**src/verilog/rbrd_pkg.sv**
```systemverilog
// Constants and carrier types for the register block relocation decoder
package rbrd_pkg;

  // ==========================================================================
  // Address geometry
  localparam int unsigned ADDR_W      = 22;  // Device address range, 4 MB
  localparam int unsigned OFF_W       = 7;   // 128-byte register block
  localparam int unsigned SIZE_W      = 23;  // Graphics size, 0 up to 4 MB
  localparam int unsigned DATA_W      = 16;  // Every register is 16 bits
  localparam logic [SIZE_W-1:0] GFX_FULL = 23'h400000;  // Whole range

  // ==========================================================================
  // Register block layout (offsets inside the 128-byte block)
  localparam logic [OFF_W-1:0] REG_RELOC_OFF = 7'h00;  // Relocation register
  localparam logic [OFF_W-1:0] REG_CTRL_OFF  = 7'h02;  // Control register
  localparam int unsigned RELOC_MEM_BIT  = 0;   // Memory space select
  localparam int unsigned CTRL_WORD_BIT  = 4;   // Word access select
  localparam logic [DATA_W-1:0] RELOC_RST = 16'h0000;
  localparam logic [DATA_W-1:0] CTRL_RST  = 16'h0000;
  localparam logic [DATA_W-1:0] RESERVED_RD = 16'h0000;  // Reserved reads

  // ==========================================================================
  // Types
  typedef struct packed {
    logic              sel_n;  // Chip select, active low
    logic              mem;    // 1 memory cycle, 0 I/O cycle
    logic              rd;     // Read strobe, one cycle
    logic              wr;     // Write strobe, one cycle
    logic [ADDR_W-1:0] addr;   // Host address
    logic [DATA_W-1:0] wdata;  // Write data, bytes on [7:0]
  } rbrd_host_t;

  typedef struct packed {
    logic draw;     // Drawing engine
    logic disp;     // Display engine
    logic host;     // External bus master
    logic refresh;  // Memory refresh logic
  } rbrd_req_t;

  typedef enum logic [1:0] {
    RBRD_RATE_10,
    RBRD_RATE_20,
    RBRD_RATE_40
  } rbrd_rate_t;

  typedef enum logic {
    RBRD_PAIR_IDLE,
    RBRD_PAIR_HELD
  } rbrd_pair_t;

endpackage : rbrd_pkg

```
**src/verilog/rbrd_top.sv**
```systemverilog
// Register block relocation decoder of the bus interface unit
`timescale 1ns/1ps
`default_nettype none

module rbrd_top (
  input  wire logic                        core_clk_i,   // 250 MHz clock
  input  wire logic                        rst_n_i,      // Sync reset, low
  input  wire rbrd_pkg::rbrd_host_t        host_i,       // Host slave cycle
  input  wire logic [rbrd_pkg::SIZE_W-1:0] gfx_size_i,   // Graphics bytes
  input  wire logic [rbrd_pkg::ADDR_W-1:0] eng_addr_i,   // Engine address
  input  wire logic                        interleave_i, // Interleaved DRAM
  input  wire logic                        fast_page_i,  // Fast page mode
  input  wire rbrd_pkg::rbrd_req_t         req_i,        // Request sources
  output logic                             ack_o,        // Cycle claimed
  output logic [rbrd_pkg::DATA_W-1:0]      rdata_o,      // Read data
  output logic                             reg_hit_o,    // Register access
  output logic                             host_gfx_o,   // Host to gfx mem
  output logic [rbrd_pkg::ADDR_W-1:0]      pin_addr_o,   // Address pins
  output logic                             word_mode_o,  // Word access
  output logic                             mem_space_o,  // Block in memory
  output logic                             relocated_o,  // Base written
  output logic                             eng_gfx_o,    // Engine to gfx
  output logic                             eng_sys_o,    // Engine to system
  output rbrd_pkg::rbrd_req_t              req_o,        // Latched requests
  output rbrd_pkg::rbrd_rate_t             rate_o        // Transfer rate
);
  import rbrd_pkg::*;

  // ==========================================================================
  // Decode functions
  // Block match; the I/O compare drops the upper six base bits
  function automatic logic blk_hit(input logic [ADDR_W-1:0] addr,
                                   input logic              mem,
                                   input logic [DATA_W-1:0] reloc,
                                   input logic              placed);
    if (!placed)
      return !mem;
    if (mem != reloc[RELOC_MEM_BIT])
      return 1'b0;
    if (mem)
      return addr[ADDR_W-1:OFF_W] == reloc[DATA_W-1:1];
    return addr[15:OFF_W] == reloc[9:1];  // I/O space is only 64K
  endfunction : blk_hit

  // Graphics memory spans zero up to the configured size
  function automatic logic in_gfx(input logic [ADDR_W-1:0] addr,
                                  input logic [SIZE_W-1:0] size);
    return ({1'b0, addr} < size);
  endfunction : in_gfx

  // ==========================================================================
  // State
  logic [DATA_W-1:0] reloc_r;
  logic [DATA_W-1:0] ctrl_r;
  logic              placed_r;
  rbrd_pair_t        pair_r;
  logic [7:0]        lo_byte_r;
  logic [OFF_W-1:0]  pair_off_r;

  // ==========================================================================
  // Host cycle decode
  logic              strobe_c;
  logic              claim_c;
  logic [OFF_W-1:0]  off_c;
  logic              word_c;
  logic              commit_c;
  logic [DATA_W-1:0] commit_data_c;
  logic [DATA_W-1:0] word_rd_c;

  assign strobe_c = !host_i.sel_n && (host_i.rd || host_i.wr);
  // Chip select gates everything; outside cycles are never claimed
  assign claim_c  = strobe_c && blk_hit(host_i.addr, host_i.mem, reloc_r,
                                        placed_r);
  assign off_c    = host_i.addr[OFF_W-1:0];
  assign word_c   = ctrl_r[CTRL_WORD_BIT];

  // Writes land as whole words: a word at an even offset, or the odd
  // byte completing a held even byte. A lone odd byte is dropped so a
  // register never sees a half-updated value mid-pair.
  always_comb
  begin
    commit_c      = 1'b0;
    commit_data_c = host_i.wdata;
    if (claim_c && host_i.wr)
    begin
      if (word_c)
        commit_c = !off_c[0];
      else if (off_c[0] && pair_r == RBRD_PAIR_HELD &&
               off_c == (pair_off_r | 7'h01))
      begin
        commit_c      = 1'b1;
        commit_data_c = {host_i.wdata[7:0], lo_byte_r};
      end
    end
  end

  // Whole-word read view; reserved offsets read as zero
  always_comb
  begin
    word_rd_c = RESERVED_RD;
    if (off_c[OFF_W-1:1] == REG_RELOC_OFF[OFF_W-1:1])
      word_rd_c = reloc_r;
    else if (off_c[OFF_W-1:1] == REG_CTRL_OFF[OFF_W-1:1])
      word_rd_c = ctrl_r;
  end

  // ==========================================================================
  // Byte pairing
  always_ff @(posedge core_clk_i)
  begin
    if (!rst_n_i)
    begin
      pair_r     <= RBRD_PAIR_IDLE;
      lo_byte_r  <= 8'h00;
      pair_off_r <= 7'h00;
    end
    else if (claim_c && host_i.wr && !word_c)
    begin
      if (!off_c[0])
      begin
        pair_r     <= RBRD_PAIR_HELD;
        lo_byte_r  <= host_i.wdata[7:0];
        pair_off_r <= off_c;
      end
      else
        pair_r <= RBRD_PAIR_IDLE;
    end
  end

  // ==========================================================================
  // Relocation register; writes elsewhere in the block leave it alone
  always_ff @(posedge core_clk_i)
  begin
    if (!rst_n_i)
    begin
      reloc_r  <= RELOC_RST;
      placed_r <= 1'b0;
    end
    else if (commit_c && off_c[OFF_W-1:1] == REG_RELOC_OFF[OFF_W-1:1])
    begin
      reloc_r  <= commit_data_c;
      placed_r <= 1'b1;
    end
  end

  // Control register; only the word access select bit is kept here
  always_ff @(posedge core_clk_i)
  begin
    if (!rst_n_i)
      ctrl_r <= CTRL_RST;
    else if (commit_c && off_c[OFF_W-1:1] == REG_CTRL_OFF[OFF_W-1:1])
      ctrl_r[CTRL_WORD_BIT] <= commit_data_c[CTRL_WORD_BIT];
  end

  // ==========================================================================
  // Host answer and address pins
  // Reserved locations still get an acknowledge so the bus never hangs
  always_ff @(posedge core_clk_i)
  begin
    if (!rst_n_i)
    begin
      ack_o      <= 1'b0;
      reg_hit_o  <= 1'b0;
      rdata_o    <= 16'h0000;
      pin_addr_o <= 22'h000000;
    end
    else
    begin
      ack_o     <= claim_c;
      reg_hit_o <= claim_c;
      if (claim_c && host_i.rd)
      begin
        if (word_c)
          rdata_o <= word_rd_c;
        else if (off_c[0])
          rdata_o <= {8'h00, word_rd_c[15:8]};
        else
          rdata_o <= {8'h00, word_rd_c[7:0]};
      end
      if (claim_c)
        pin_addr_o <= {reloc_r[DATA_W-1:1], off_c};
    end
  end

  // Host memory cycles: registers win on overlap, system memory is never
  // served through this device
  always_ff @(posedge core_clk_i)
  begin
    if (!rst_n_i)
      host_gfx_o <= 1'b0;
    else
      host_gfx_o <= strobe_c && host_i.mem && !claim_c &&
                    in_gfx(host_i.addr, gfx_size_i);
  end

  // Mode outputs mirror the programmed bits
  always_ff @(posedge core_clk_i)
  begin
    if (!rst_n_i)
    begin
      word_mode_o <= 1'b0;
      mem_space_o <= 1'b0;
      relocated_o <= 1'b0;
    end
    else
    begin
      word_mode_o <= (commit_c &&
                      off_c[OFF_W-1:1] == REG_CTRL_OFF[OFF_W-1:1]) ?
                     commit_data_c[CTRL_WORD_BIT] : word_c;
      mem_space_o <= reloc_r[RELOC_MEM_BIT];
      relocated_o <= placed_r;
    end
  end

  // ==========================================================================
  // Engine side: register overlap is ignored, engines always hit memory
  always_ff @(posedge core_clk_i)
  begin
    if (!rst_n_i)
    begin
      eng_gfx_o <= 1'b0;
      eng_sys_o <= 1'b0;
    end
    else
    begin
      eng_gfx_o <= in_gfx(eng_addr_i, gfx_size_i);
      eng_sys_o <= !in_gfx(eng_addr_i, gfx_size_i);
    end
  end

  // Request sources and rate pick; system memory limits to the slow rate
  always_ff @(posedge core_clk_i)
  begin
    if (!rst_n_i)
    begin
      req_o  <= '0;
      rate_o <= RBRD_RATE_10;
    end
    else
    begin
      req_o <= req_i;
      if (!in_gfx(eng_addr_i, gfx_size_i))
        rate_o <= RBRD_RATE_10;
      else if (interleave_i && fast_page_i)
        rate_o <= RBRD_RATE_40;
      else if (interleave_i || fast_page_i)
        rate_o <= RBRD_RATE_20;
      else
        rate_o <= RBRD_RATE_10;
    end
  end

  // ==========================================================================
  // Assertions
  property p_claim_ack;
    @(posedge core_clk_i) disable iff (!rst_n_i)
    claim_c |-> ##1 (ack_o && reg_hit_o);
  endproperty
  a_claim_ack: assert property (p_claim_ack)
    else $error("claimed cycle not acknowledged");
  property p_no_select;
    @(posedge core_clk_i) disable iff (!rst_n_i)
    host_i.sel_n |-> ##1 (!ack_o && $stable(reloc_r) && $stable(ctrl_r));
  endproperty
  a_no_select: assert property (p_no_select)
    else $error("unselected cycle claimed or changed a register");
  property p_reset_byte;
    @(posedge core_clk_i)
    !rst_n_i ##1 rst_n_i |-> (!word_mode_o && !word_c);
  endproperty
  a_reset_byte: assert property (p_reset_byte)
    else $error("word mode set after reset");
  property p_unplaced_io;
    @(posedge core_clk_i) disable iff (!rst_n_i)
    (!placed_r && strobe_c && !host_i.mem) |-> ##1 ack_o;
  endproperty
  a_unplaced_io: assert property (p_unplaced_io)
    else $error("unrelocated I/O cycle not claimed");
  property p_mem_miss;
    @(posedge core_clk_i) disable iff (!rst_n_i)
    (placed_r && strobe_c &&
     (host_i.mem != reloc_r[RELOC_MEM_BIT] ||
      (host_i.mem && host_i.addr[ADDR_W-1:OFF_W] != reloc_r[DATA_W-1:1])))
    |-> ##1 !ack_o;
  endproperty
  a_mem_miss: assert property (p_mem_miss)
    else $error("cycle outside programmed block claimed");
  property p_io_high_ignored;
    @(posedge core_clk_i) disable iff (!rst_n_i)
    (placed_r && !reloc_r[RELOC_MEM_BIT] && strobe_c && !host_i.mem &&
     host_i.addr[15:OFF_W] == reloc_r[9:1]) |-> ##1 ack_o;
  endproperty
  a_io_high_ignored: assert property (p_io_high_ignored)
    else $error("I/O decode looked at high address bits");
  property p_reserved_write;
    @(posedge core_clk_i) disable iff (!rst_n_i)
    (claim_c && host_i.wr && off_c[OFF_W-1:1] != REG_RELOC_OFF[OFF_W-1:1] &&
     off_c[OFF_W-1:1] != REG_CTRL_OFF[OFF_W-1:1])
    |-> ##1 (ack_o && $stable(reloc_r) && $stable(ctrl_r));
  endproperty
  a_reserved_write: assert property (p_reserved_write)
    else $error("reserved write altered a register");
  property p_pin_addr;
    @(posedge core_clk_i) disable iff (!rst_n_i)
    claim_c |-> ##1 (pin_addr_o[ADDR_W-1:OFF_W] == $past(reloc_r[15:1]));
  endproperty
  a_pin_addr: assert property (p_pin_addr)
    else $error("address pins not from relocation value");
  property p_eng_split;
    @(posedge core_clk_i) disable iff (!rst_n_i)
    ({1'b0, eng_addr_i} < gfx_size_i) |-> ##1 (eng_gfx_o && !eng_sys_o);
  endproperty
  a_eng_split: assert property (p_eng_split)
    else $error("graphics address sent to system memory");
  property p_full_gfx;
    @(posedge core_clk_i) disable iff (!rst_n_i)
    (gfx_size_i == GFX_FULL) |-> ##1 !eng_sys_o;
  endproperty
  a_full_gfx: assert property (p_full_gfx)
    else $error("system memory reached with full graphics size");
  property p_req_sources;
    @(posedge core_clk_i) disable iff (!rst_n_i)
    1'b1 |-> ##1 (req_o == $past(req_i));
  endproperty
  a_req_sources: assert property (p_req_sources)
    else $error("request sources not latched");
  property p_rate_fast;
    @(posedge core_clk_i) disable iff (!rst_n_i)
    (interleave_i && fast_page_i && {1'b0, eng_addr_i} < gfx_size_i)
    |-> ##1 (rate_o == RBRD_RATE_40);
  endproperty
  a_rate_fast: assert property (p_rate_fast)
    else $error("highest rate not chosen");

  c_relocate: cover property (@(posedge core_clk_i) disable iff (!rst_n_i)
    !placed_r ##1 placed_r);
  c_overlap: cover property (@(posedge core_clk_i) disable iff (!rst_n_i)
    claim_c && host_i.mem && in_gfx(host_i.addr, gfx_size_i));
  c_byte_pair: cover property (@(posedge core_clk_i) disable iff (!rst_n_i)
    commit_c && !word_c);

endmodule : rbrd_top

`default_nettype wire
```
**config.mk**
```make
export PLATFORM = sky130hd
export DESIGN_NAME = rbrd_top
export DESIGN_NICKNAME = d
export VERILOG_FILES = /design/src/verilog/rbrd_pkg.sv /design/src/verilog/rbrd_top.sv
export SDC_FILE = /design/constraint.sdc
export NUM_CORES = 1
export LEC_CHECK = 0
export BUFFER_PORTS_ARGS = -buffer_cell sky130_fd_sc_hd__buf_2
export CORE_MARGIN = 4
export CORE_UTILIZATION = 47
export CTS_BUF_LIST = sky130_fd_sc_hd__clkbuf_2 sky130_fd_sc_hd__clkbuf_4 sky130_fd_sc_hd__clkbuf_8
export DETAILED_ROUTE_END_ITERATION = 6
export GPL_TIMING_DRIVEN = 0
export PLACE_DENSITY = 0.84
export SETUP_SLACK_MARGIN = 0.1
export SLEW_MARGIN = 10
export SYNTH_ARGS = -nofsm -noshare
export SYNTH_HDL_FRONTEND = slang
export SYNTH_SLANG_ARGS = --single-unit
```
**constraint.sdc**
```tcl
create_clock -name core_clk_i -period 2.13 [get_ports core_clk_i]
set_input_delay 0.426 -clock core_clk_i [delete_from_list [all_inputs] [get_ports core_clk_i]]
set_output_delay 0.426 -clock core_clk_i [all_outputs]
set_load 0.005 [all_outputs]
```
==> impl.org <==
** Outcome
- The checks that failed: setup timing.
- Outcome :: complete, but fails checks

** Yosys
- Fraction of registers with async set or reset after synthesis :: 0
- Top cells by area, synth :: sky130_fd_sc_hd__dfxtp_1 38%, sky130_fd_sc_hd__mux2i_1 13%, sky130_fd_sc_hd__ha_1 12%
- Synthesis produced a netlist with a net count of 618.
- Synthesis produced a netlist whose cell count is 481.
- Syn avg cell area :: 9.08 µm²
- The netlist uses 39 different library cells.
- By count the netlist is led by 83 x sky130_fd_sc_hd__dfxtp_1, 58 x sky130_fd_sc_hd__mux2i_1, 50 x sky130_fd_sc_hd__nor2_1.
- The synthesized design contains 0 enable-type register cells.
- Of all cell types, the one taking the most synthesized area is sky130_fd_sc_hd__dfxtp_1.
- The share of synthesized area in the top cell type comes to 0.380.
- Most common flop cell mapped by yosys :: sky130_fd_sc_hd__dfxtp_1
- Dominant cell by count in the synthesized netlist :: sky130_fd_sc_hd__dfxtp_1
- The share of the Yosys chip area taken by registers is 0.380.
- After synthesis the netlist holds a flip-flop and latch count of 83.
- The cell area that synthesis handed to floorplanning was 4370 µm².
- Count of synthesis-stage warnings from yosys :: 0

** STA
- Across the routed clock network, the largest skew measured is 0.0144 ns.
- Static timing analysis puts the maximum clock frequency at 387 MHz.
- RSZ-0062 raised after global routing :: true
- Hold Violations, Final :: 0
- Minimum period implied by the final worst setup slack :: 2.58 ns
- At the pin with the least slew margin, the transition time is 0.679 ns.
- Worst slew slack as a fraction of its limit :: 0.548
- Dividing the final minimum period by the clock period gives 1.21.
- Final count of negative-setup-slack endpoints :: 50
- Final Slew Violations :: 0
- After layout, the worst setup slack is -0.452 ns.

** Placed design
- Including well taps, the total number of placed cells is 735.
- Post-detailed-placement cell area :: 5300 µm²
- In this run the tool buffered the top-level ports with 146 buffer cells.
- Routability-driven placement congestion ratio :: 0.947
- Final HPWL DP :: 10.2 mm

** Floorplan
- The initial utilization of the core area, before any placement, comes to 0.491.
- The die covers 10900 µm².
- Core outline area :: 8890 µm²
- The die is 104 µm wide.
- During I/O placement, the number of pins put on the boundary was 147.
- Number of placement rows :: 34
- From bottom edge to top edge, the die measures 104 µm.

** Power and ir drop
- Power spread over the standard cell area amounts to 509 nW/µm².
- Across the VDD grid, the largest voltage drop is 0.389 mV.
- In this run the static leakage power is 3.18 nW.
- Summing internal, switching and leakage power gives 0.00323 W.

** Routing
- Once detail routing completed, the nets flagged for antenna violations numbered 0.
- The first detailed-routing pass took 5 iterations.
- Dividing the detail-routed wire length by the instance count gives 20.5 µm.
- Remaining design rule violation count :: 0
- Routed via count :: 4668
- Number of DRC markers in iteration 0 :: 352
- For this block, the routed nets add up to 16.1 mm of wire.
- Average via count per standard cell :: 5.94

** Worst setup path
- Worst Path Arrival :: 2.83 ns
- The setup check on the worst reg-to-reg path leaves a slack of -0.45 ns.
- STA classifies the critical path endpoint as a flop.
- CP required :: 2.37 ns
- Biggest fanout along the worst timing path :: 4
- Critical path launch point type :: flop
- Worst reg2reg endpoint :: lo_byte_r[7]$_SDFFE_PN0P_
- Setup Crit Path Kind :: flop to flop
- Worst reg2reg path depth :: 9
- In this run the critical register-to-register path is launched from reloc_r[2]$_SDFFE_PN0P_.

** Min path
- For hold timing, the worst endpoint is req_o[0]$_SDFF_PN0_.
- The tightest min-delay check is of the input port to flop type.
- The worst hold path passes through 2 cells.
- Worst hold start :: req_i[0]

** Cells and area
- In the final layout, the multi-input gates occupy 2900 µm².
- Area delta synth->final :: 45.1%
- # fillers :: 585
- Layout cell share with drive strength beyond 1 :: 0.435
- The repair_antennas step left the layout with diodes totalling 0.
- Net total in the final layout :: 810
- Final cell area excluding filler cells :: 6340 µm²
- Post-Layout Cell Count :: 786
- Across the whole layout, storage elements account for 1700 µm².

** GRT
- Summed over all layers, the global routing overflow is 0.
- The via count of the first global-routing pass was 4677.
- The first global-routing pass estimated 23.2 mm of wire.
- Entering global routing, the biggest net connects 17 pins.
- In the global route stage, overall resource usage came out at 0.265.
- The number of antenna violations at the first check in global routing was 0.

** Clock tree
- Clock tree from TritonCTS :: yes
- Deepest level of the CTS H-tree :: 3
- Clock-pin slew on the worst setup and hold paths :: 0.10 ns
- Clk root buf :: sky130_fd_sc_hd__clkbuf_8
- Hold-fix buffers, CTS :: 0
- Source-to-sink clock delay at the later pin of the worst-skew pair :: 0.36 ns
- Buffers inserted during clock tree synthesis total 9.
- Maximum number of buffers from clock root to sink :: 2
- Clk sinks :: 83

** Job
- MaxCap Viol Count :: 0
==> sequential cells by signal (all words and copies together), names as in the netlist <==
name	flops
ctrl_r	1
mem_space_o	1
rdata_o	16
pin_addr_o	22
lo_byte_r	8
placed_r	1
reloc_r	16
relocated_o	1
rate_o	2
reg_hit_o	1
pair_r	1
eng_gfx_o	1
pair_off_r	6
eng_sys_o	1
req_o	4
host_gfx_o	1
==> worst max path at each step <==
stage / cells after the start / slack [ns] / to / from
6_report: 9 / -0.45 / lo_byte_r[7]$_SDFFE_PN0P_ / reloc_r[2]$_SDFFE_PN0P_
5_1_grt: 9 / -0.41 / lo_byte_r[7]$_SDFFE_PN0P_ / reloc_r[2]$_SDFFE_PN0P_
3_5_place_dp: 8 / -0.50 / reloc_r[11]$_SDFFE_PN0P_ / host_i[17]
3_3_place_gp: 8 / -0.46 / reloc_r[14]$_SDFFE_PN0P_ / host_i[34]
4_1_cts: 9 / -0.08 / pair_off_r[3]$_SDFFE_PN0P_ / reloc_r[13]$_SDFFE_PN0P_
2_1_floorplan: 9 / -0.12 / lo_byte_r[0]$_SDFFE_PN0P_ / host_i[34]
==> routing by layer <==
layer	global-route usage	vias up	part of all wire
li1	-	2085	-
met1	0.296	2178	0.36
met2	0.459	322	0.48
met3	0.0826	83	0.10
met4	0.122	0	0.055
met5	0	-	0
==> power breakdown <==
group	switching, W	internal (W)
Combinational	0.000306	0.000265
Clock	0.000646	0.000440
Sequential	0.00000933	0.00156
Total	0.000962	0.00227
==> stage by stage <==
step / worst slack [ns] / util / hold WS (ns) / TNS, ns
2_1_floorplan: -0.119 / - / 0.448 / -1.07
3_3_place_gp: -0.457 / 0.596 / 0.438 / -18.70
3_5_place_dp: -0.504 / 0.596 / 0.444 / -21.35
4_1_cts: -0.0831 / 0.673 / 0.278 / -0.981
5_1_grt: -0.406 / 0.713 / 0.271 / -11.66
6_report: -0.452 / 0.713 / 0.277 / -9.02
==> layout by cell type (no fill, tap or decap), types with 8 or more instances in the layout <==
cell type / synthesis / final
sky130_fd_sc_hd__o21ai_0: 21 / 14
sky130_fd_sc_hd__nand4_1: 8 / 8
sky130_fd_sc_hd__buf_4: 1 / 26
sky130_fd_sc_hd__xnor2_2: 0 / 9
sky130_fd_sc_hd__ha_1: 42 / 42
sky130_fd_sc_hd__nor2_1: 50 / 46
sky130_fd_sc_hd__buf_2: 6 / 143
sky130_fd_sc_hd__dfxtp_1: 83 / 71
sky130_fd_sc_hd__clkbuf_8: 0 / 11
sky130_fd_sc_hd__o21ai_1: 8 / 11
sky130_fd_sc_hd__inv_1: 28 / 28
sky130_fd_sc_hd__buf_6: 1 / 10
sky130_fd_sc_hd__a21o_1: 9 / 9
sky130_fd_sc_hd__dfxtp_4: 0 / 8
sky130_fd_sc_hd__mux2i_1: 58 / 46
sky130_fd_sc_hd__nand2_1: 18 / 14
sky130_fd_sc_hd__a21oi_1: 48 / 28
sky130_fd_sc_hd__a21oi_2: 0 / 20
sky130_fd_sc_hd__nand3_1: 16 / 11
==> area by class of cell <==
class / instances / area share
Buffer: 21 / 0.0333
Inverter: 28 / 0.0166
Multi-Input combinational cell: 349 / 0.458
Timing Repair Buffer: 181 / 0.175
Sequential cell: 83 / 0.268
Clock inverter: 7 / 0.00908
Clock buffer: 9 / 0.0195
Tap cell: 108 / 0.0213
==> worst max-delay path, cell delays in order (launching register included) <==
cell,delay [ns]
sky130_fd_sc_hd__dfxtp_2,0.45
sky130_fd_sc_hd__xnor2_1,0.17
sky130_fd_sc_hd__nand4_1,0.22
sky130_fd_sc_hd__o41ai_4,0.31
sky130_fd_sc_hd__nand3_2,0.14
sky130_fd_sc_hd__or4_4,0.44
sky130_fd_sc_hd__buf_8,0.16
sky130_fd_sc_hd__buf_6,0.12
sky130_fd_sc_hd__mux2i_2,0.16
sky130_fd_sc_hd__nor2_1,0.30
==> what timing repair did <==
action	CTS	global route
endpoints found under the setup margin	73	71
hold endpoints to repair	0	0
gates cloned	4	1
resized for setup	71	72
buffers inserted	24	8
pin swaps	21	17
==> cells by family after synthesis <==
family	synth area share
buffers and inverters	0.0473
muxes	0.133
DFF	0.380
AOI/OAI and AO/OA	0.138
and+or+nand+nor	0.137
adders and majority gates	0.120
xor gates and xnor gates	0.0441
No activity file was read; power rests on OpenSTA's default activity.
